==> config.mk <==
export PLATFORM = sky130hd
export DESIGN_NAME = pmc_power_mode_controller
export DESIGN_NICKNAME = d
export VERILOG_FILES = /design/src/rtl/pmc_pkg.sv /design/src/rtl/pmc_sync.sv /design/src/rtl/pmc_power_mode_controller.sv
export SDC_FILE = /design/constraint.sdc
export NUM_CORES = 1
export LEC_CHECK = 0
export ABC_AREA = 0
export BUFFER_PORTS_ARGS = -buffer_cell sky130_fd_sc_hd__clkbuf_2
export CELL_PAD_IN_SITES_DETAIL_PLACEMENT = 1
export CELL_PAD_IN_SITES_GLOBAL_PLACEMENT = 1
export CORE_AREA = 5 5 108 110
export DETAILED_ROUTE_END_ITERATION = 12
export DIE_AREA = 0 0 113 115
export PLACE_DENSITY_LB_ADDON = 0.1
export SLEW_MARGIN = 10
export SYNTH_ARGS = -nofsm -noshare
export SYNTH_HDL_FRONTEND = slang
export SYNTH_SLANG_ARGS = --single-unit
==> constraint.sdc <==
create_clock -name ref_clk -period 2.05 [get_ports ref_clk]
set_input_delay 0.3075 -clock ref_clk [delete_from_list [all_inputs] [get_ports ref_clk]]
set_output_delay 0.3075 -clock ref_clk [all_outputs]
set_load 0.03 [all_outputs]
==> src/rtl/pmc_pkg.sv <==
// Package with the register map, field layout, modes and timing of the power mode controller.
package pmc_pkg;

    // ****************************************************************
    // Register bus
    // ****************************************************************
    localparam int unsigned ADDR_W = 4;
    localparam int unsigned DATA_W = 16;

    typedef struct packed {
        logic              wr;
        logic              rd;
        logic [ADDR_W-1:0] addr;
        logic [DATA_W-1:0] wdata;
    } pmc_bus_req_s;

    localparam logic [ADDR_W-1:0] OFS_PLL_CTRL   = 4'h0;
    localparam logic [ADDR_W-1:0] OFS_REG_CTRL   = 4'h1;
    localparam logic [ADDR_W-1:0] OFS_MODE_GO    = 4'h2;
    localparam logic [ADDR_W-1:0] OFS_PERIPH_CLK = 4'h3;
    localparam logic [ADDR_W-1:0] OFS_STATUS     = 4'h4;

    // ****************************************************************
    // Field layout
    // ****************************************************************
    localparam int unsigned PC_PLL_OFF = 0;
    localparam int unsigned PC_BYPASS  = 1;
    localparam int unsigned PC_SLEEP   = 2;
    localparam int unsigned PC_DEEP    = 3;
    localparam int unsigned PC_MULT_LO = 4;
    localparam int unsigned MULT_W     = 6;
    localparam int unsigned PC_W       = PC_MULT_LO + MULT_W;

    localparam int unsigned RC_REGULATOR_FREQUENCY_FIELD_LO = 0;
    localparam int unsigned REGULATOR_FREQUENCY_FIELD_W     = 2;
    localparam int unsigned RC_VSEL_LO = 4;
    localparam int unsigned VSEL_W     = 4;
    localparam int unsigned RC_WAKE_LO = 8;
    localparam int unsigned WAKE_EN_W  = 3;
    localparam int unsigned RC_W       = RC_WAKE_LO + WAKE_EN_W;

    localparam int unsigned ST_MODE_LO = 0;
    localparam int unsigned ST_BUSY    = 5;
    localparam int unsigned ST_MULT_LO = 6;

    // ****************************************************************
    // Reset values
    // ****************************************************************
    localparam logic [PC_W-1:0]     PLL_CTRL_RST   = 10'h0A0;
    localparam logic [REGULATOR_FREQUENCY_FIELD_W-1:0]   REGULATOR_FREQUENCY_FIELD_RST       = 2'h3;
    localparam logic [REGULATOR_FREQUENCY_FIELD_W-1:0]   REGULATOR_FREQUENCY_FIELD_OFF       = 2'h0;
    localparam logic [VSEL_W-1:0]   VSEL_RST       = 4'h8;
    localparam logic [WAKE_EN_W-1:0] WAKE_EN_RST   = 3'h7;
    localparam logic [DATA_W-1:0]   PERIPH_CLK_RST = 16'hFFFF;
    localparam logic [MULT_W-1:0]   MULT_RST       = 6'h0A;

    // ****************************************************************
    // Modes, wake inputs and control outputs
    // ****************************************************************
    typedef enum logic [4:0] {
        MODE_FULL_ON = 5'h01,
        MODE_ACTIVE  = 5'h02,
        MODE_SLEEP   = 5'h04,
        MODE_DEEP    = 5'h08,
        MODE_HIBER   = 5'h10
    } pmc_mode_e;

    localparam int unsigned WAKE_W = 5;

    typedef struct packed {
        logic pll_enable;
        logic pll_bypass;
        logic core_clk_en;
        logic sys_clk_en;
        logic core_power;
        logic l1_dma_allow;
    } pmc_ctl_s;

    // ****************************************************************
    // Timing
    // ****************************************************************
    localparam int unsigned CLK_NS    = 20;
    localparam int unsigned SETTLE_NS = 200;
    localparam int unsigned CNT_W     = 4;
    localparam logic [CNT_W-1:0] SETTLE_CYC =
        CNT_W'((SETTLE_NS + CLK_NS - 1) / CLK_NS);

endpackage

==> src/rtl/pmc_sync.sv <==
// Two-flop synchroniser for a group of asynchronous wake inputs.
module pmc_sync #(
    parameter int unsigned W = pmc_pkg::WAKE_W
) (
    input  wire logic         ref_clk,
    input  wire logic         rstn,
    input  wire logic [W-1:0] din,
    output logic      [W-1:0] dout
);

    logic [W-1:0] meta;

    always_ff @(posedge ref_clk or negedge rstn) begin
        if (!rstn) begin
            meta <= '0;
            dout <= '0;
        end else begin
            meta <= din;
            dout <= meta;
        end
    end

endmodule

==> src/rtl/pmc_power_mode_controller.sv <==
// Top module of the power mode controller: mode machine, clock sequencing and registers.

// Overview of operation
// - Five one-hot modes; exactly one is held at any time.
// - Full-on: PLL enabled and not bypassed, clocks at full rate.
// - Reset leaves the controller in full-on.
// - Active: PLL enabled but bypassed, clocks at input clock rate.
// - Multiplier written in active applies only on next full-on entry.
// - Level-one DMA stays allowed in active mode.
// - Software may switch the PLL off while in active mode.
// - Sleep: core clock stopped, PLL and system clock keep running.
// - Sleep wake goes to full-on when bypass clear, active when set.
// - Level-one DMA is refused while in sleep.
// - External event or real-time-clock activity ends sleep.
// - Each peripheral clock has its own gate enable.
// - Core supply voltage level is changeable at run time.
// - Transceiver wake preamble or interrupt wakes from sleep.
// - Transceiver network activity wakes sleep or hibernate and restores regulator.
// - Deep sleep stops both clocks; clock alarm to active, reset to full-on.
// - Regulator frequency field written zero enters hibernate, power removed.
module pmc_power_mode_controller (
    input  wire logic                          ref_clk,
    input  wire logic                          rstn,
    input  wire pmc_pkg::pmc_bus_req_s         bus,
    output logic     [pmc_pkg::DATA_W-1:0]     rdata,
    input  wire logic                          ext_wake,
    input  wire logic                          rtc_wake,
    input  wire logic                          xcvr_preamble,
    input  wire logic                          xcvr_irq,
    input  wire logic                          xcvr_activity,
    output pmc_pkg::pmc_ctl_s                  ctl,
    output logic     [pmc_pkg::MULT_W-1:0]     core_mult,
    output logic     [pmc_pkg::VSEL_W-1:0]     core_voltage_sel,
    output logic     [pmc_pkg::DATA_W-1:0]     periph_clk_en,
    output pmc_pkg::pmc_mode_e                 mode
);

    // ****************************************************************
    // Sequencer states and signals
    // ****************************************************************
    typedef enum logic [2:0] {
        SEQ_IDLE   = 3'h1,
        SEQ_GATE   = 3'h2,
        SEQ_SWITCH = 3'h4
    } pmc_seq_e;

    pmc_seq_e                        seq;
    pmc_seq_e                        next_seq;
    logic [pmc_pkg::CNT_W-1:0]       cnt;
    logic [pmc_pkg::CNT_W-1:0]       next_cnt;
    logic [pmc_pkg::PC_W-1:0]        pll_ctrl;
    logic [pmc_pkg::PC_W-1:0]        next_pll_ctrl;
    logic [pmc_pkg::REGULATOR_FREQUENCY_FIELD_W-1:0]      regulator_frequency_field;
    logic [pmc_pkg::REGULATOR_FREQUENCY_FIELD_W-1:0]      next_regulator_frequency_field;
    logic [pmc_pkg::WAKE_EN_W-1:0]   wake_en;
    logic [pmc_pkg::WAKE_W-1:0]      wake_sync;
    pmc_pkg::pmc_mode_e              req_mode;
    logic                            req_valid;
    pmc_pkg::pmc_ctl_s               tgt;
    pmc_pkg::pmc_ctl_s               next_ctl;
    logic [pmc_pkg::DATA_W-1:0]      rd_mux;

    // Target control outputs of a mode once its sequence has completed.
    function automatic pmc_pkg::pmc_ctl_s f_target(pmc_pkg::pmc_mode_e m, logic byp,
                                                   logic pll_off);
        pmc_pkg::pmc_ctl_s t;
        t = '0;
        t.pll_bypass = byp;
        case (m)
            pmc_pkg::MODE_FULL_ON: begin
                t = '{1'b1, 1'b0, 1'b1, 1'b1, 1'b1, 1'b1};
            end
            pmc_pkg::MODE_ACTIVE: begin
                t = '{~pll_off, 1'b1, 1'b1, 1'b1, 1'b1, 1'b1};
            end
            pmc_pkg::MODE_SLEEP: begin
                t = '{1'b1, byp, 1'b0, 1'b1, 1'b1, 1'b0};
            end
            pmc_pkg::MODE_DEEP: begin
                t = '{1'b0, byp, 1'b0, 1'b0, 1'b1, 1'b0};
            end
            pmc_pkg::MODE_HIBER: begin
                t = '{1'b0, byp, 1'b0, 1'b0, 1'b0, 1'b0};
            end
            default: begin
                t = '{1'b1, 1'b0, 1'b1, 1'b1, 1'b1, 1'b1};
            end
        endcase
        return t;
    endfunction

    // Decodes a register strobe at one offset.
    function automatic logic f_hit(logic strobe, logic [pmc_pkg::ADDR_W-1:0] a,
                                   logic [pmc_pkg::ADDR_W-1:0] ofs);
        return strobe && (a == ofs);
    endfunction

    // ****************************************************************
    // Wake input synchronisation
    // ****************************************************************
    pmc_sync #(
        .W (pmc_pkg::WAKE_W)
    ) u_wake_sync (
        .ref_clk (ref_clk),
        .rstn    (rstn),
        .din     ({xcvr_activity, xcvr_irq, xcvr_preamble, rtc_wake, ext_wake}),
        .dout    (wake_sync)
    );

    wire s_ext      = wake_sync[0];
    wire s_rtc      = wake_sync[1];
    wire s_pre      = wake_sync[2];
    wire s_irq      = wake_sync[3];
    wire s_act      = wake_sync[4];
    wire wake_sleep = s_ext | s_rtc | s_pre | s_irq | s_act;
    wire wake_hiber = (s_ext & wake_en[2]) | (s_rtc & wake_en[1])
                    | (s_act & wake_en[0]);

    // ****************************************************************
    // Register decode
    // ****************************************************************
    wire wr_pll   = f_hit(bus.wr, bus.addr, pmc_pkg::OFS_PLL_CTRL);
    wire wr_reg   = f_hit(bus.wr, bus.addr, pmc_pkg::OFS_REG_CTRL);
    wire wr_go    = f_hit(bus.wr, bus.addr, pmc_pkg::OFS_MODE_GO);
    wire wr_pclk  = f_hit(bus.wr, bus.addr, pmc_pkg::OFS_PERIPH_CLK);
    wire byp_bit  = pll_ctrl[pmc_pkg::PC_BYPASS];
    wire off_bit  = pll_ctrl[pmc_pkg::PC_PLL_OFF];
    wire slp_bit  = pll_ctrl[pmc_pkg::PC_SLEEP];
    wire deep_bit = pll_ctrl[pmc_pkg::PC_DEEP];
    wire busy     = (seq != SEQ_IDLE);
    wire run_mode = (mode == pmc_pkg::MODE_FULL_ON) || (mode == pmc_pkg::MODE_ACTIVE);
    wire cnt_done = (cnt == '0);
    wire pll_chg  = (ctl.pll_enable != tgt.pll_enable) || (ctl.pll_bypass != tgt.pll_bypass);
    wire hib_exit = req_valid && (mode == pmc_pkg::MODE_HIBER);

    // ****************************************************************
    // Mode request selection
    // ****************************************************************
    always_comb begin
        req_valid = 1'b0;
        req_mode  = mode;
        if (!busy) begin
            case (mode)
                pmc_pkg::MODE_FULL_ON, pmc_pkg::MODE_ACTIVE: begin
                    if (regulator_frequency_field == pmc_pkg::REGULATOR_FREQUENCY_FIELD_OFF) begin
                        req_valid = 1'b1;
                        req_mode  = pmc_pkg::MODE_HIBER;
                    end else if (wr_go) begin
                        req_valid = 1'b1;
                        if (slp_bit) begin
                            req_mode = pmc_pkg::MODE_SLEEP;
                        end else if (deep_bit) begin
                            req_mode = pmc_pkg::MODE_DEEP;
                        end else if (byp_bit) begin
                            req_mode = pmc_pkg::MODE_ACTIVE;
                        end else begin
                            req_mode = pmc_pkg::MODE_FULL_ON;
                        end
                    end
                end
                pmc_pkg::MODE_SLEEP: begin
                    if (wake_sleep) begin
                        req_valid = 1'b1;
                        req_mode  = byp_bit ? pmc_pkg::MODE_ACTIVE
                                            : pmc_pkg::MODE_FULL_ON;
                    end
                end
                pmc_pkg::MODE_DEEP: begin
                    if (s_rtc) begin
                        req_valid = 1'b1;
                        req_mode  = pmc_pkg::MODE_ACTIVE;
                    end
                end
                pmc_pkg::MODE_HIBER: begin
                    if (wake_hiber) begin
                        req_valid = 1'b1;
                        req_mode  = pmc_pkg::MODE_FULL_ON;
                    end
                end
                default: begin
                    req_valid = 1'b1;
                    req_mode  = pmc_pkg::MODE_FULL_ON;
                end
            endcase
        end
    end

    assign tgt = f_target(mode, byp_bit, off_bit);

    // ****************************************************************
    // Clock and power sequencing
    // ****************************************************************
    // Clocks are narrowed first, PLL and power change only while clocks that must
    // stop are stopped, and clocks widen last, so no truncated pulse escapes.
    always_comb begin
        next_seq = seq;
        next_cnt = busy && !cnt_done ? cnt - 1'b1 : cnt;
        next_ctl = ctl;
        case (seq)
            SEQ_IDLE: begin
                if (req_valid) begin
                    next_seq = SEQ_GATE;
                    next_cnt = pmc_pkg::SETTLE_CYC;
                end
            end
            SEQ_GATE: begin
                next_ctl.core_clk_en  = ctl.core_clk_en & tgt.core_clk_en & ~pll_chg;
                next_ctl.sys_clk_en   = ctl.sys_clk_en & tgt.sys_clk_en & ~pll_chg;
                next_ctl.l1_dma_allow = ctl.l1_dma_allow & tgt.l1_dma_allow;
                if (cnt_done) begin
                    next_seq = SEQ_SWITCH;
                    next_cnt = pmc_pkg::SETTLE_CYC;
                    next_ctl.pll_enable = tgt.pll_enable;
                    next_ctl.pll_bypass = tgt.pll_bypass;
                    next_ctl.core_power = tgt.core_power;
                end
            end
            SEQ_SWITCH: begin
                if (cnt_done) begin
                    next_seq = SEQ_IDLE;
                    next_ctl = tgt;
                end
            end
            default: begin
                next_seq = SEQ_IDLE;
            end
        endcase
    end

    always_ff @(posedge ref_clk or negedge rstn) begin
        if (!rstn) begin
            seq  <= SEQ_IDLE;
            cnt  <= '0;
            mode <= pmc_pkg::MODE_FULL_ON;
            ctl  <= '{1'b1, 1'b0, 1'b1, 1'b1, 1'b1, 1'b1};
        end else begin
            seq  <= next_seq;
            cnt  <= next_cnt;
            mode <= req_valid ? req_mode : mode;
            ctl  <= next_ctl;
        end
    end

    // Multiplier reaches the clocks only when full-on is entered.
    always_ff @(posedge ref_clk or negedge rstn) begin
        if (!rstn) begin
            core_mult <= pmc_pkg::MULT_RST;
        end else if (req_valid && req_mode == pmc_pkg::MODE_FULL_ON) begin
            core_mult <= pll_ctrl[pmc_pkg::PC_MULT_LO +: pmc_pkg::MULT_W];
        end
    end

    // ****************************************************************
    // Registers
    // ****************************************************************
    // Hibernate exit is a reset sequence: the PLL control register returns to defaults, core_mult takes the
    // multiplier held before the exit, and the regulator is switched back on.
    always_comb begin
        next_pll_ctrl = pll_ctrl;
        next_regulator_frequency_field     = regulator_frequency_field;
        if (hib_exit) begin
            next_pll_ctrl = pmc_pkg::PLL_CTRL_RST;
            next_regulator_frequency_field     = pmc_pkg::REGULATOR_FREQUENCY_FIELD_RST;
        end else begin
            if (wr_pll) begin
                next_pll_ctrl = bus.wdata[pmc_pkg::PC_W-1:0];
            end
            if (wr_reg) begin
                next_regulator_frequency_field = bus.wdata[pmc_pkg::RC_REGULATOR_FREQUENCY_FIELD_LO +: pmc_pkg::REGULATOR_FREQUENCY_FIELD_W];
            end
        end
    end

    always_ff @(posedge ref_clk or negedge rstn) begin
        if (!rstn) begin
            pll_ctrl <= pmc_pkg::PLL_CTRL_RST;
            regulator_frequency_field     <= pmc_pkg::REGULATOR_FREQUENCY_FIELD_RST;
        end else begin
            pll_ctrl <= next_pll_ctrl;
            regulator_frequency_field     <= next_regulator_frequency_field;
        end
    end

    always_ff @(posedge ref_clk or negedge rstn) begin
        if (!rstn) begin
            core_voltage_sel <= pmc_pkg::VSEL_RST;
            wake_en          <= pmc_pkg::WAKE_EN_RST;
        end else if (wr_reg) begin
            core_voltage_sel <= bus.wdata[pmc_pkg::RC_VSEL_LO +: pmc_pkg::VSEL_W];
            wake_en          <= bus.wdata[pmc_pkg::RC_WAKE_LO +: pmc_pkg::WAKE_EN_W];
        end
    end

    always_ff @(posedge ref_clk or negedge rstn) begin
        if (!rstn) begin
            periph_clk_en <= pmc_pkg::PERIPH_CLK_RST;
        end else if (wr_pclk) begin
            periph_clk_en <= bus.wdata;
        end
    end

    // ****************************************************************
    // Read path
    // ****************************************************************
    always_comb begin
        rd_mux = '0;
        case (bus.addr)
            pmc_pkg::OFS_PLL_CTRL: begin
                rd_mux[pmc_pkg::PC_W-1:0] = pll_ctrl;
            end
            pmc_pkg::OFS_REG_CTRL: begin
                rd_mux[pmc_pkg::RC_REGULATOR_FREQUENCY_FIELD_LO +: pmc_pkg::REGULATOR_FREQUENCY_FIELD_W]    = regulator_frequency_field;
                rd_mux[pmc_pkg::RC_VSEL_LO +: pmc_pkg::VSEL_W]    = core_voltage_sel;
                rd_mux[pmc_pkg::RC_WAKE_LO +: pmc_pkg::WAKE_EN_W] = wake_en;
            end
            pmc_pkg::OFS_PERIPH_CLK: begin
                rd_mux = periph_clk_en;
            end
            pmc_pkg::OFS_STATUS: begin
                rd_mux[pmc_pkg::ST_MODE_LO +: 5]              = mode;
                rd_mux[pmc_pkg::ST_BUSY]                      = busy;
                rd_mux[pmc_pkg::ST_MULT_LO +: pmc_pkg::MULT_W] = core_mult;
            end
            default: begin
                rd_mux = '0;
            end
        endcase
    end

    always_ff @(posedge ref_clk or negedge rstn) begin
        if (!rstn) begin
            rdata <= '0;
        end else begin
            rdata <= bus.rd ? rd_mux : '0;
        end
    end

    // ****************************************************************
    // Assertions
    // ****************************************************************
    chk_mode_onehot: assert property (@(posedge ref_clk) disable iff (!rstn)
        $onehot(mode))
        else $error("mode is not one-hot");

    chk_full_on_pll: assert property (@(posedge ref_clk) disable iff (!rstn)
        (mode == pmc_pkg::MODE_FULL_ON && !busy) |->
            (ctl.pll_enable && !ctl.pll_bypass && ctl.core_clk_en && ctl.sys_clk_en))
        else $error("full-on outputs wrong");

    chk_active_bypass: assert property (@(posedge ref_clk) disable iff (!rstn)
        (mode == pmc_pkg::MODE_ACTIVE && !busy) |->
            (ctl.pll_bypass && ctl.core_clk_en && ctl.sys_clk_en && ctl.l1_dma_allow))
        else $error("active outputs wrong");

    chk_mult_held: assert property (@(posedge ref_clk) disable iff (!rstn)
        (mode == pmc_pkg::MODE_ACTIVE && !(req_valid && req_mode == pmc_pkg::MODE_FULL_ON))
            |=> $stable(core_mult))
        else $error("multiplier changed outside full-on entry");

    chk_sleep_clocks: assert property (@(posedge ref_clk) disable iff (!rstn)
        (mode == pmc_pkg::MODE_SLEEP && !busy) |->
            (!ctl.core_clk_en && ctl.sys_clk_en && ctl.pll_enable && !ctl.l1_dma_allow))
        else $error("sleep outputs wrong");

    chk_sleep_wake: assert property (@(posedge ref_clk) disable iff (!rstn)
        (mode == pmc_pkg::MODE_SLEEP && !busy && wake_sleep) |=>
            (mode == ($past(byp_bit) ? pmc_pkg::MODE_ACTIVE : pmc_pkg::MODE_FULL_ON)))
        else $error("sleep wake went to wrong mode");

    chk_deep_rtc: assert property (@(posedge ref_clk) disable iff (!rstn)
        (mode == pmc_pkg::MODE_DEEP && !busy && s_rtc) |=>
            (mode == pmc_pkg::MODE_ACTIVE) ##1 busy ##20 busy ##[1:3] !busy)
        else $error("deep sleep alarm exit wrong");

    chk_hiber_entry: assert property (@(posedge ref_clk) disable iff (!rstn)
        (run_mode && !busy && regulator_frequency_field == pmc_pkg::REGULATOR_FREQUENCY_FIELD_OFF) |=>
            (mode == pmc_pkg::MODE_HIBER) ##[20:24] (!ctl.core_power && !ctl.sys_clk_en))
        else $error("hibernate entry wrong");

    chk_hiber_wake: assert property (@(posedge ref_clk) disable iff (!rstn)
        (mode == pmc_pkg::MODE_HIBER && !busy && s_act && wake_en[0]) |=>
            (mode == pmc_pkg::MODE_FULL_ON && regulator_frequency_field == pmc_pkg::REGULATOR_FREQUENCY_FIELD_RST))
        else $error("network activity did not leave hibernate");

    chk_safe_switch: assert property (@(posedge ref_clk) disable iff (!rstn)
        ($changed(ctl.pll_bypass) || $changed(ctl.pll_enable)) |->
            (!ctl.core_clk_en && !ctl.sys_clk_en && !$past(ctl.core_clk_en)))
        else $error("PLL changed while clocks ran");

endmodule

# [Word-level counts from Yosys, hierarchy flattened]
# Index checks and enable logic that the tools add are counted.
[totals] output_inout_bits=53 elab_cells=114 ff_bits=85 in_bits=29
[classes] mux=41 add_sub_neg=1 n_reduce_logical=19 bitwise_logic=16 eq_ne=19
[op_table] operator="6-bit case mux with 4 select lines" count=2
[op_table] operator="5-bit 2-to-1 mux" count=6
[op_table] operator="4-bit 2-to-1 mux" count=6
[op_table] operator="10-bit 2-to-1 mux" count=2
[op_table] operator="5-bit case mux with 4 select lines" count=1
[op_table] operator="16-bit 2-to-1 mux" count=1
[op_table] operator="6-bit case mux with 2 select lines" count=1
[op_table] operator="5-bit by 1-bit == test with 1-bit output (second input constant)" count=2
[op_table] operator="3-bit 2-to-1 mux" count=3
[op_table] operator="3-bit case mux with 3 select lines" count=1
[op_table] operator="1-bit AND" count=8
[op_table] operator="4-bit by 2-bit == test with 1-bit output (second input constant)" count=2
[op_table] operator="4-bit zero test" count=2
[op_table] operator="2-bit 2-to-1 mux" count=4
[op_table] operator="2-bit case mux with 4 select lines" count=1
[op_table] operator="4-bit case mux with 2 select lines" count=1
[op_table] operator="1-bit logical AND" count=7
[op_table] operator="1-bit 2-to-1 mux" count=7
[op_table] operator="6-bit 2-to-1 mux" count=1
[op_table] operator="2-bit != test (second input constant)" count=3
[op_table] operator="1-bit OR" count=6
[op_table] operator="2-bit case mux with 3 select lines" count=1
[op_table] operator="3-bit AND reduction" count=2
[op_table] operator="2-bit nonzero test" count=3
[op_table] operator="21 further kinds" count=23

# [Depth between registers and ports, before layout]
# Gate-level depths: netlist of the first run.
[depth] depth_word=9 depth_mapped=8 mapped_depth_nobuf=7

# [By module]
# Synthesis of the first run repeated with hierarchy kept, for this count alone.
[unflattened] hier_cells=398 hier_area_um2=4316.6
[modules_own_cells] module="pmc_power_mode_controller" cells_each=388 area_each_um2=4066.4 n_inst=1 seq_area_each_um2=1918.1
[modules_own_cells] module="pmc_sync" cells_each=10 area_each_um2=250.2 n_inst=1 seq_area_each_um2=250.2

# [Worst setup path after synthesis of the first run]
# No wires, ideal clock.
[synth_timing] kind="register to register" from="register mode[1]" to="register mode[1]" arrival_time_ns=2.178 stages_incl_launch_ff=8 t_required_ns=1.925 setup_ns=0.125 setup_slack_ns=-0.253 path_buffers=2 period_less_slack_ns=2.303 path_cell_list="dfrtp_1 > or3_1 > or2_0 > buf_2 > o221a_4 > a21oi_2 > buf_6 > mux2_4"
[synth_between] elab_chain_cells=4 elab_cells_between_ends=15 classes_between="eq/ne: 5; mux: 9; reduce/logical: 1"
[synth_lines] item="start: declaration" line="pmc_power_mode_controller.sv:35" source="output pmc_pkg::pmc_mode_e mode"
[synth_lines] item="start signal: assignment" line="pmc_power_mode_controller.sv:234" source="mode <= pmc_pkg::MODE_FULL_ON;"
[synth_lines] item="start signal: assignment" line="pmc_power_mode_controller.sv:239" source="mode <= req_valid ? req_mode : mode;"
[synth_lines] item="5-bit by 1-bit == test with 1-bit output, or another cell as far along" line="pmc_power_mode_controller.sv:143" source="case (mode)"
[synth_lines] item="2-bit OR reduction or 5-bit 2-to-1 mux (tied branches)" line="pmc_power_mode_controller.sv:143, pmc_power_mode_controller.sv:145"
[synth_lines] item="5-bit case mux with 4 select lines or 1-bit case mux with 4 select lines (tied branches)" line="pmc_power_mode_controller.sv:143"
[synth_lines] item="5-bit 2-to-1 mux or 1-bit 2-to-1 mux (tied branches)" line="pmc_power_mode_controller.sv:142" source="if (!busy) begin"
# Several ways; a longest one is shown, not always the timed one.
# A chain may end at the register's enable or synchronous reset.

# [Final worst setup path of the first run]
[layout_timing] from="register mode[0]" to="register core_mult[2] in the netlist's numbering"
[layout_between] elab_chain_cells=6 elab_cells_between_ends=17 classes_between="eq/ne: 6; mux: 9; reduce/logical: 2"
[layout_lines] item="5-bit by 1-bit == test with 1-bit output, or another cell as far along" line="pmc_power_mode_controller.sv:143"
[layout_lines] item="2-bit OR reduction or 5-bit 2-to-1 mux (tied branches)" line="pmc_power_mode_controller.sv:143, pmc_power_mode_controller.sv:145"
[layout_lines] item="5-bit case mux with 4 select lines" line="pmc_power_mode_controller.sv:143"
[layout_lines] item="5-bit 2-to-1 mux" line="pmc_power_mode_controller.sv:142"
[layout_lines] item="5-bit by 1-bit == test with 1-bit output" line="pmc_power_mode_controller.sv:248" source="end else if (req_valid && req_mode == pmc_pkg::MODE_FULL_ON) begin"
[layout_lines] item="1-bit logical AND (*)" line="pmc_power_mode_controller.sv:248"
[layout_lines] item="end signal: assignment" line="pmc_power_mode_controller.sv:247" source="core_mult <= pmc_pkg::MULT_RST;"
[layout_lines] item="end signal: assignment" line="pmc_power_mode_controller.sv:249" source="core_mult <= pll_ctrl[pmc_pkg::PC_MULT_LO +: pmc_pkg::MULT_W];"
[layout_lines] item="end: declaration" line="pmc_power_mode_controller.sv:32" source="output logic [pmc_pkg::MULT_W-1:0] core_mult,"
# Every way passes the cells marked *; elsewhere a longest branch is shown, timed or not.

==> results.md, run 1 <==
- The wire length reported by the detailed router is 11.5 mm.
- The critical path goes through xor2_1, o211ai_1, o22a_1, a21oi_4, mux2_2.
- The total power per unit cell area is 1180 nW/µm².
- Synthesis produced a netlist with a net count of 382.
- The run finished, with violations left.
- The total area inside the core boundary comes to 10,600 µm².
- The initial antenna violation count is 0.
- The number of pins exceeding their max-slew limit in the final report came to 0.
- The TritonCTS buffer count is 9.
- The number of setup violations in the final report is 3.
- The switching component of the power is 2.24 mW.
- Clock tree synthesis found a total of 85 sinks.
- The die outline width is 113 µm.
- Entering global routing, the biggest net connects 36 pins.
- The synthesized netlist occupies a cell area of 4030 µm².
- The synthesized design contains 85 register bits.
- The hold violation total from the final report is 0.
- For this block, the via count after detailed routing is 3,222.
- In the final routed layout, each cell accounts on average for 18.7 µm.
- The port buffer count is 81.
- The category of the most critical setup path is register to register.
- After synthesis, the netlist uses 59 different library cells.
- IR analysis of the VDD net gives a maximum drop of 0.000508 V.
- The global route total overflow is 0.
- The met3 usage is 3.26%.
- The global router's overall resource usage is 18.6%.
- The depth of the worst hold-timing path is 1.
- The CTS tree is yes.
- By area the synthesized netlist is led by sky130_fd_sc_hd__dfrtp_1, sky130_fd_sc_hd__dfstp_2, sky130_fd_sc_hd__mux2_2.
- The checks that failed: setup timing.
- Cells fill 49.2% of the core in the end.
- Excluding fillers, the count of instances in the completed layout stands at 618.
- The count of inserted antenna diode cells is 0.
- A synthesized cell averages 11.4 µm².
- The slowest cell on the critical path is sky130_fd_sc_hd__dfstp_2.
- The tightest hold path in the finished design has a slack of 0.0509 ns.
- The H-tree was split into 3 levels.
- The family with the most delay on the worst path is compound AO/OA/AOI/OAI gates.
- The path class of the lowest-slack min-delay path is input port to register.
- The maximum fanout encountered on the critical timing path is 6.
- The number of buffers on the longest clock path is 2.
- The setup clock skew after layout is 0.0105 ns.
- The insertion delay of the later-clocked pin in the worst-skew pair is 0.36 ns.
- For this configuration, the core starts out at a cell density of 38.0%.
- The die area is 13,000 µm².
- The worst-margin pin slew is 0.548 ns.
- For this run, the register share of the synthesized area comes to 53.9%.
- The cell type with the largest total area after synthesis is sky130_fd_sc_hd__dfrtp_1.
- The number of nets still failing antenna checks after routing is 0.
- In the layout the commonest cells are sky130_fd_sc_hd__clkbuf_2, sky130_fd_sc_hd__dfrtp_1, sky130_fd_sc_hd__buf_4.
- The data arrival at the endpoint of the critical path is 2.31 ns.
- The first global-routing pass estimated 18.8 mm of wire.
- In the routed layout, each cell is associated on average with a via count of 5.21.
- The number of global-route vias before repair is 3,486.
- The clock network is responsible for 21.9% of the overall power.
- The startpoint type of the worst setup path is a register.
- The proportion of total power due to net switching is 36.6%.
- The share of power burned in combinational logic is 38.7%.
- At the worst endpoint, the required time is 2.30 ns.
- The first detailed-routing pass took 6 iterations.
- The standby leakage power is 2.40 nW.
- After synthesis, the largest area contributor takes up 32.3% of total cell area.
- The number of warnings reported in the yosys synthesis log is 0.
- The post-placement cell count is 598.
- Across all setup checks in the final design, the least slack found is -0.00812 ns.
- The clock tree root buffer cell is sky130_fd_sc_hd__clkbuf_8.
- The peak per-stage delay on the critical path is 0.58 ns.
- Global routing used 31.3% of the available met2 tracks.
- The worst pin sits at a relative slew slack of 63.4%.
- The most common flop cell mapped by yosys is sky130_fd_sc_hd__dfrtp_1.
- In the synthesized netlist the async set-or-reset flop fraction comes to 100%.
- The global-route layer with the greatest usage is met2.
- In the synthesized netlist, the number of instances is 352.
- The tool flagged a number of max-cap violations equal to 0.
- In the routed design, unresolved DRC markers number 0.
- The global routing met1 resource utilization is 24.3%.
- The fraction of final layout cells with drive strength greater than 1 is 49.0%.
- The library cell used most frequently in the layout, excluding fill and tap cells, is sky130_fd_sc_hd__clkbuf_2.
- In this run, flip-flops and latches consume 39.4% of the power.
- The vertical die dimension is 115 µm.
- Clock-pin slew was measured on the worst setup and hold paths at 0.09 ns.
- The maximum operating frequency is 0.486 GHz.
- The number of buffers and inverters on the critical path is 0.
- Relative to the synthesized area, the layout overhead comes to 29.5%.
- Summed over all failing endpoints, the final setup total negative slack is -0.0208 ns.
- The number of I/O pins is 82.
- The final weighted congestion in routability-driven placement is 0.903.
- The worst setup path is captured at a register.
- The number of enable flip-flop cells after synthesis is 0.
- After legalization and detailed placement, the total HPWL measured 8.77 mm.
- The row count is 38.
- The detailed router finished its first iteration with 144 violations.
- Setup repair after global routing could not meet its margin everywhere.
- Dividing the final minimum period by the clock period gives 100%.
- The smallest clock period supported by the final layout is computed as 2.06 ns.
- The net count of the finished layout is 503.
- The length in cells of the worst reg-to-reg path is 5.
- The cell-internal power is 3.88 mW.
- The logic depth of the worst path, buffers included is 5.
==> layer usage <==
layer  routed length (µm)  up-vias  share of wire [%]
met5                    0        -                  0
met4                  153        0                1.3
met3                  457       11                4.0
met2                 5720       65                 50
met1                 5200     1629                 45
li1                     -     1517                  -
==> power groups by stage <==
stage          combinational, mW  sequential, mW  clock, mW
2_1_floorplan               1.12            2.72          0
6_report                    2.37            2.42       1.34
3_5_place_dp                2.28            2.45          0
5_1_grt                     2.56            2.47       1.45
3_3_place_gp                2.24            2.42          0
4_1_cts                     2.33            2.42       1.39
==> area by class of cell <==
| cell class | instances | area (µm²) |
|---|---|---|
| Timing Repair Buffer | 130 | 816 |
| Clock inverter | 5 | 82.6 |
| Fill cell | 1173 | 5390 |
| Inverter | 11 | 41.3 |
| Tap cell | 140 | 175 |
| Sequential cell | 85 | 2170 |
| Clock buffer | 11 | 141 |
| Multi-Input combinational cell | 236 | 1790 |
==> state kept, by name (all words and copies together), names as in the netlist, 4 cells and up <==
register,cells
ctl,6
u_wake_sync.meta,5
mode,5
core_mult,6
cnt,4
periph_clk_en,16
u_wake_sync.dout,5
rdata,16
pll_ctrl,10
core_voltage_sel,4
==> cell usage after synthesis (all sizes together) (2+ instances only) <==
cell     count
a2111o       2
nand3       12
mux2        39
dfrtp       52
a211o        5
and3         6
nand2       23
a21o         2
a222oi       6
buf          8
dfstp       33
mux2i       10
clkbuf      12
nand3b       2
nor2b        8
o21ai       10
a21oi       20
nor3b        3
nor3         6
o22a         5
nor2        25
nand4b       2
xor2         3
or3          4
inv         11
or4          3
a31oi        3
or3b         2
nand2b       5
o211ai       3
o22ai        2
a2bb2oi      2
and2         3
==> kinds of logic after synthesis <==
| logic type | Yosys count | share of synthesized area [%] |
|---|---|---|
| and+or+nand+nor | 110 | 14.5 |
| DFF | 85 | 53.9 |
| AOI/OAI and AO/OA | 72 | 13.5 |
| muxes | 49 | 13.6 |
| buffers and inverters | 31 | 3.48 |
| xor gates and xnor gates | 4 | 0.870 |
| adders and majority gates | 1 | 0.311 |
==> stage by stage <==
stage                     setup slack (ns)  cell area, µm²  total power [mW]
after global placement             -0.0874            4900              4.66
final                             -0.00812            5210              6.13
after CTS                          -0.0424            5170              6.14
after detailed placement            -0.114            4900              4.72
after floorplan                     -0.152            4040              3.83
after global routing               -0.0647            5210              6.48
==> worst reg2reg max path, stage by stage (launching register included) <==
cell and delay (ns):
sky130_fd_sc_hd__dfstp_2 0.58, sky130_fd_sc_hd__xor2_1 0.29, sky130_fd_sc_hd__o211ai_1 0.18, sky130_fd_sc_hd__o22a_1 0.27, sky130_fd_sc_hd__a21oi_4 0.26, sky130_fd_sc_hd__mux2_2 0.37
==> timing repair <==
| item | CTS | global route |
|---|---|---|
| gates cloned | 0 | 0 |
| endpoints found under the setup margin | 19 | 24 |
| buffers inserted | 2 | 1 |
| gates resized for setup | 5 | 10 |
| endpoints found under the hold margin | 22 | 0 |
| pin swaps | 3 | 5 |
| hold buffers | 1 | 0 |
==> worst paths after layout <==
kind                                       end                 from  slack (ns)
max                               core_mult[2]              mode[0]      -0.008
min                        u_wake_sync.meta[4]        xcvr_activity        0.05
max reg2reg                       core_mult[2]              mode[0]      -0.008
min reg2reg                u_wake_sync.dout[3]  u_wake_sync.meta[3]        0.35
max in group asynchronous     periph_clk_en[3]                 rstn        0.93
min in group asynchronous               ctl[4]                 rstn        0.44
Power figures use the tool's default switching activity.
==> run 2, diff against run 1 <==
ABC_AREA = 1   (was 0)
CORE_AREA = 5 5 110 112   (was 5 5 108 110)
DIE_AREA = 0 0 115 117   (was 0 0 113 115)
==> run 2 against run 1 <==
  * Synthesized area down 3.6%
  * Die area up 3.5%
  * Via count up 6.8%
  * Flip-flop and latch count unchanged
  * Power up 6.5%
  * Cell count up 14%
  * Register-to-register slack better by 0.21 ns
  * The run now ends clean
  * Wire length up 1.8%
  * Sequential power up 6%
==> results.md, run 2 <==
- The flow ran to the end, and the final reports show no timing, DRC or antenna violations.
- The post-synthesis net count is 484 (+27%).
- The peak per-stage delay on the critical path was 0.46 ns (-0.12 ns).
- The number of filler instances in the final layout came to 1,370 (+17%).
- The number of setup violations in the final report is 0 (-3).
- The setup clock skew after layout is 0.00705 ns (-0.00340 ns).
- The kind of end point of the critical path is a register.
- The vertical die dimension is 117 µm (+1.7%).
- The routed via count is 3,442 (+6.8%).
- The slack of the worst reg-to-reg path is 0.20 ns (+0.21 ns).
- The register area share after synthesis is 55.9% (+2.0 points).
- The maximum operating frequency is 0.541 GHz (+11%).
- The TritonCTS sink count came to 85 (unchanged).
- The data required time at the worst endpoint is 2.26 ns (-0.04 ns).
- The detailed-route wire length per cell is 16.6 µm (-11%).
- The length in cells of the worst reg-to-reg path was 12 (+7).
- The number of buffers on the longest clock path is 2 (unchanged).
- The final weighted congestion in routability-driven placement is 0.824 (-8.7%).
- The post-synthesis instance total is 454 (+29%).
- Grouping stages by cell kind, the critical path spends the most delay in simple AND/OR/NAND/NOR gates.
- The insertion delay of the later-clocked pin in the worst-skew pair is 0.34 ns (-0.02 ns).
- The area growth from synthesis to layout is 25.5%.
- The category of the most critical setup path is register to register.
- sky130_fd_sc_hd__dfrtp_1 takes more of the synthesized area than any other cell.
- The fraction of registers with async set or reset after synthesis was 100% (unchanged).
- The number of instances resized during post-cts repair is 0 (-5).
- The startpoint type of the worst setup path is a register.
- The global route total overflow came to 0 (unchanged).
- The HPWL reported at the end of detailed placement was 8.95 mm (+2.1%).
- After synthesis, the cell types taking the most area are sky130_fd_sc_hd__dfrtp_1, sky130_fd_sc_hd__dfstp_2, sky130_fd_sc_hd__nand2_1.
- The hold violation total from the final report is 0 (unchanged).
- The relative slew slack is 70.7% (+7.2 points).
- The initial antenna violation count is 0 (unchanged).
- Traced cell by cell, the critical path runs through nor2_4, nand2_1, nor2_4, inv_2, nand3_2, nand2_2, nor2_4, nor2_4, buf_4, buf_4, inv_2, o211ai_1.
- By count the netlist is led by sky130_fd_sc_hd__nand2_1, sky130_fd_sc_hd__inv_1, sky130_fd_sc_hd__dfrtp_1.
- The die outline width is 115 µm (+1.8%).
- The standby leakage power was 2.52 nW (+4.9%).
- The number of warnings reported in the yosys synthesis log came to 0 (unchanged).
- The tightest min-delay check is of the input port to register type.
- The average instance area after synthesis is 8.55 µm² (-25%).
- The maximum resistive drop on vdd was 0.000527 V (+3.9%).
- The CTS tree is yes.
- The largest net degree at the start of global routing is 38 (+5.6%).
- The largest registers in the layout are periph_clk_en: 16 flops, rdata: 16 flops, pll_ctrl: 10 flops.
- The net count of the finished layout is 587 (+17%).
- The number of optimization iterations in the first detailed-route pass was 4 (-2).
- The sequential standard cell area came to 2170 µm² (-0.12%).
- The number of nets still failing antenna checks after routing is 0 (unchanged).
- The clock slew seen by the registers of the worst setup and hold paths is 0.06 ns (-0.03 ns).
- The data arrival at the endpoint of the critical path is 2.06 ns (-0.25 ns).
- The start point of the critical path is mode[1].
- The worst-margin pin slew is 0.440 ns (-0.109 ns).
- The number of I/O pins is 82 (unchanged).
- The most common cell in the synthesized netlist is sky130_fd_sc_hd__nand2_1.
- The TritonCTS buffer count is 9 (unchanged).
- The critical path buffer and inverter count is 4 (+4).
- In this run the most critical hold path is launched from xcvr_activity.
- The global-route wire length before repair is 19.3 mm (+2.6%).
- The die area is 13,500 µm² (+3.5%).
- The number of enable flip-flop cells after synthesis came to 0 (unchanged).
- The final critical path time including I/O delays and setup came to 1.85 ns (-0.210 ns).
- The fraction of post-synthesis cell area in the top cell type by area is 33.5% (+1.2 points).
- The slowest cell on the critical path is sky130_fd_sc_hd__dfrtp_1.
- The number of distinct standard cells referenced by the synthesized netlist was 36 (-39%).
- The combined area of all synthesized cells was 3880 µm² (-3.6%).
- The worst setup slack after placement is 0.212 ns (+0.327 ns).
- The total of max-cap violations came to 0 (unchanged).
- The area of combinational cells with multiple inputs is 1430 µm² (-20%).
- The depth of the worst hold-timing path is 1 (unchanged).
- The via count normalized by instance count came to 4.88 (-6.4%).
- The fraction of final layout cells with drive strength greater than 1 came to 30.6% (-18 points).
- The H-tree level count is 3 (unchanged).
- The count of inserted antenna diode cells came to 0 (unchanged).
- The wire length reported by the detailed router came to 11.7 mm (+1.8%).
- The global router's overall resource usage is 18.9% (+0.27 points).
- The row count is 39 (+2.6%).
- Setup repair after global routing left no endpoint under its margin.
- The port buffer count is 81 (unchanged).
- The clock tree root buffer cell is sky130_fd_sc_hd__clkbuf_16.
- The endpoint identified for the worst register-to-register timing path is cnt[1].
- The effective utilization at floorplan is 34.9% (-3.1 points).
- The most used flip-flop cell after synthesis is sky130_fd_sc_hd__dfrtp_1.
- The final total negative setup slack came to 0 ns (+0.0208 ns).
- The DRC violation count after routing is 0 (unchanged).
- The share of the clock period used by the worst path after layout was 90.2% (-10 points).
- The total chip power is 6.53 mW (+6.5%).
- The number of pins exceeding their max-slew limit in the final report is 0 (unchanged).
- The total power per unit cell area came to 1340 nW/µm² (+14%).
- The post-layout worst setup margin is 0.201 ns (+0.210 ns).
- The most numerous cell on the critical path is sky130_fd_sc_hd__nor2_4.
- The number of design-rule violations left by the first detailed-router iteration is 168 (+17%).
- The launching point of the worst reg2reg path is mode[1].
- The core box area is 11,100 µm² (+4.9%).
- The path with the worst hold slack has its endpoint at u_wake_sync.meta[4].
- The maximum fanout encountered on the critical timing path is 8 (+2).
- The library cell used most frequently in the layout, excluding fill and tap cells, is sky130_fd_sc_hd__nand2_1.
- The number of global-route vias before repair was 3,697 (+6.1%).
- The count of state elements after synthesis was 85 (unchanged).
- The top cell types in the final layout, fill and taps aside, are sky130_fd_sc_hd__nand2_1, sky130_fd_sc_hd__clkbuf_2, sky130_fd_sc_hd__inv_1.
-- run 2: area by class of cell --
| cell class | instances | area share, % |
|---|---|---|
| flip-flops and latches | 85 | 44.5 |
| multi-input cells | 298 | 29.4 |
| repair buffers | 101 | 11.8 |
| clock buffers | 12 | 4.85 |
| inverters | 62 | 4.78 |
| well taps | 143 | 3.67 |
| clock inverters | 4 | 1.00 |
-- run 2: report_power, final --
group | total, mW | internal [mW] | switching [mW]
registers | 2.57 | 2.21 | 0.362
logic | 2.34 | 0.753 | 1.59
clock network | 1.61 | 0.944 | 0.665
total | 6.53 | 3.91 | 2.62
-- run 2: cells by family (layout without fill, tap and decap cells) --
| logic type | Yosys count | count (layout) | synth area share, % |
|---|---|---|---|
| AOI/OAI and AO/OA | 72 | 72 | 10.7 |
| xor gates and xnor gates | 1 | 1 | 0.226 |
| and+or+nand+nor | 223 | 223 | 25.4 |
| DFF | 85 | 85 | 55.9 |
| buffers and inverters | 71 | 179 | 7.22 |
| adders and majority gates | 1 | 1 | 0.322 |
| muxes | 1 | 1 | 0.290 |
-- run 2: worst max path at each step --
stage	to	slack (ns)	cells past startpoint
after floorplan	core_mult[0]	0.33	12
after global placement	cnt[1]	0.27	11
after detailed placement	cnt[1]	0.21	12
after CTS	cnt[1]	0.19	12
after global routing	core_mult[2]	0.03	11
final	cnt[1]	0.20	12
-- run 2: through the flow --
stage	hold WS, ns	instances	util [%]	instance area, µm²
2_1_floorplan	0.0119	454	-	3880
3_3_place_gp	0.276	688	41.1	4580
3_5_place_dp	0.281	688	41.1	4580
4_1_cts	0.0634	705	43.8	4870
5_1_grt	0.0601	705	43.8	4870
6_report	0.0740	705	43.8	4870
-- run 2: layer usage --
layer | GRT usage [%] | up-vias | wire length (µm)
met5 | 0 | - | 0
li1 | - | 1661 | -
met4 | 6.73 | 0 | 182
met1 | 24.9 | 1706 | 5490
met3 | 3.34 | 13 | 430
met2 | 31.3 | 62 | 5630
-- run 2: timing repair --
action                    4_1_cts  5_1_grt
setup buffers                   0        0
hold buffers                    1        0
hold endpoints to repair       23        0
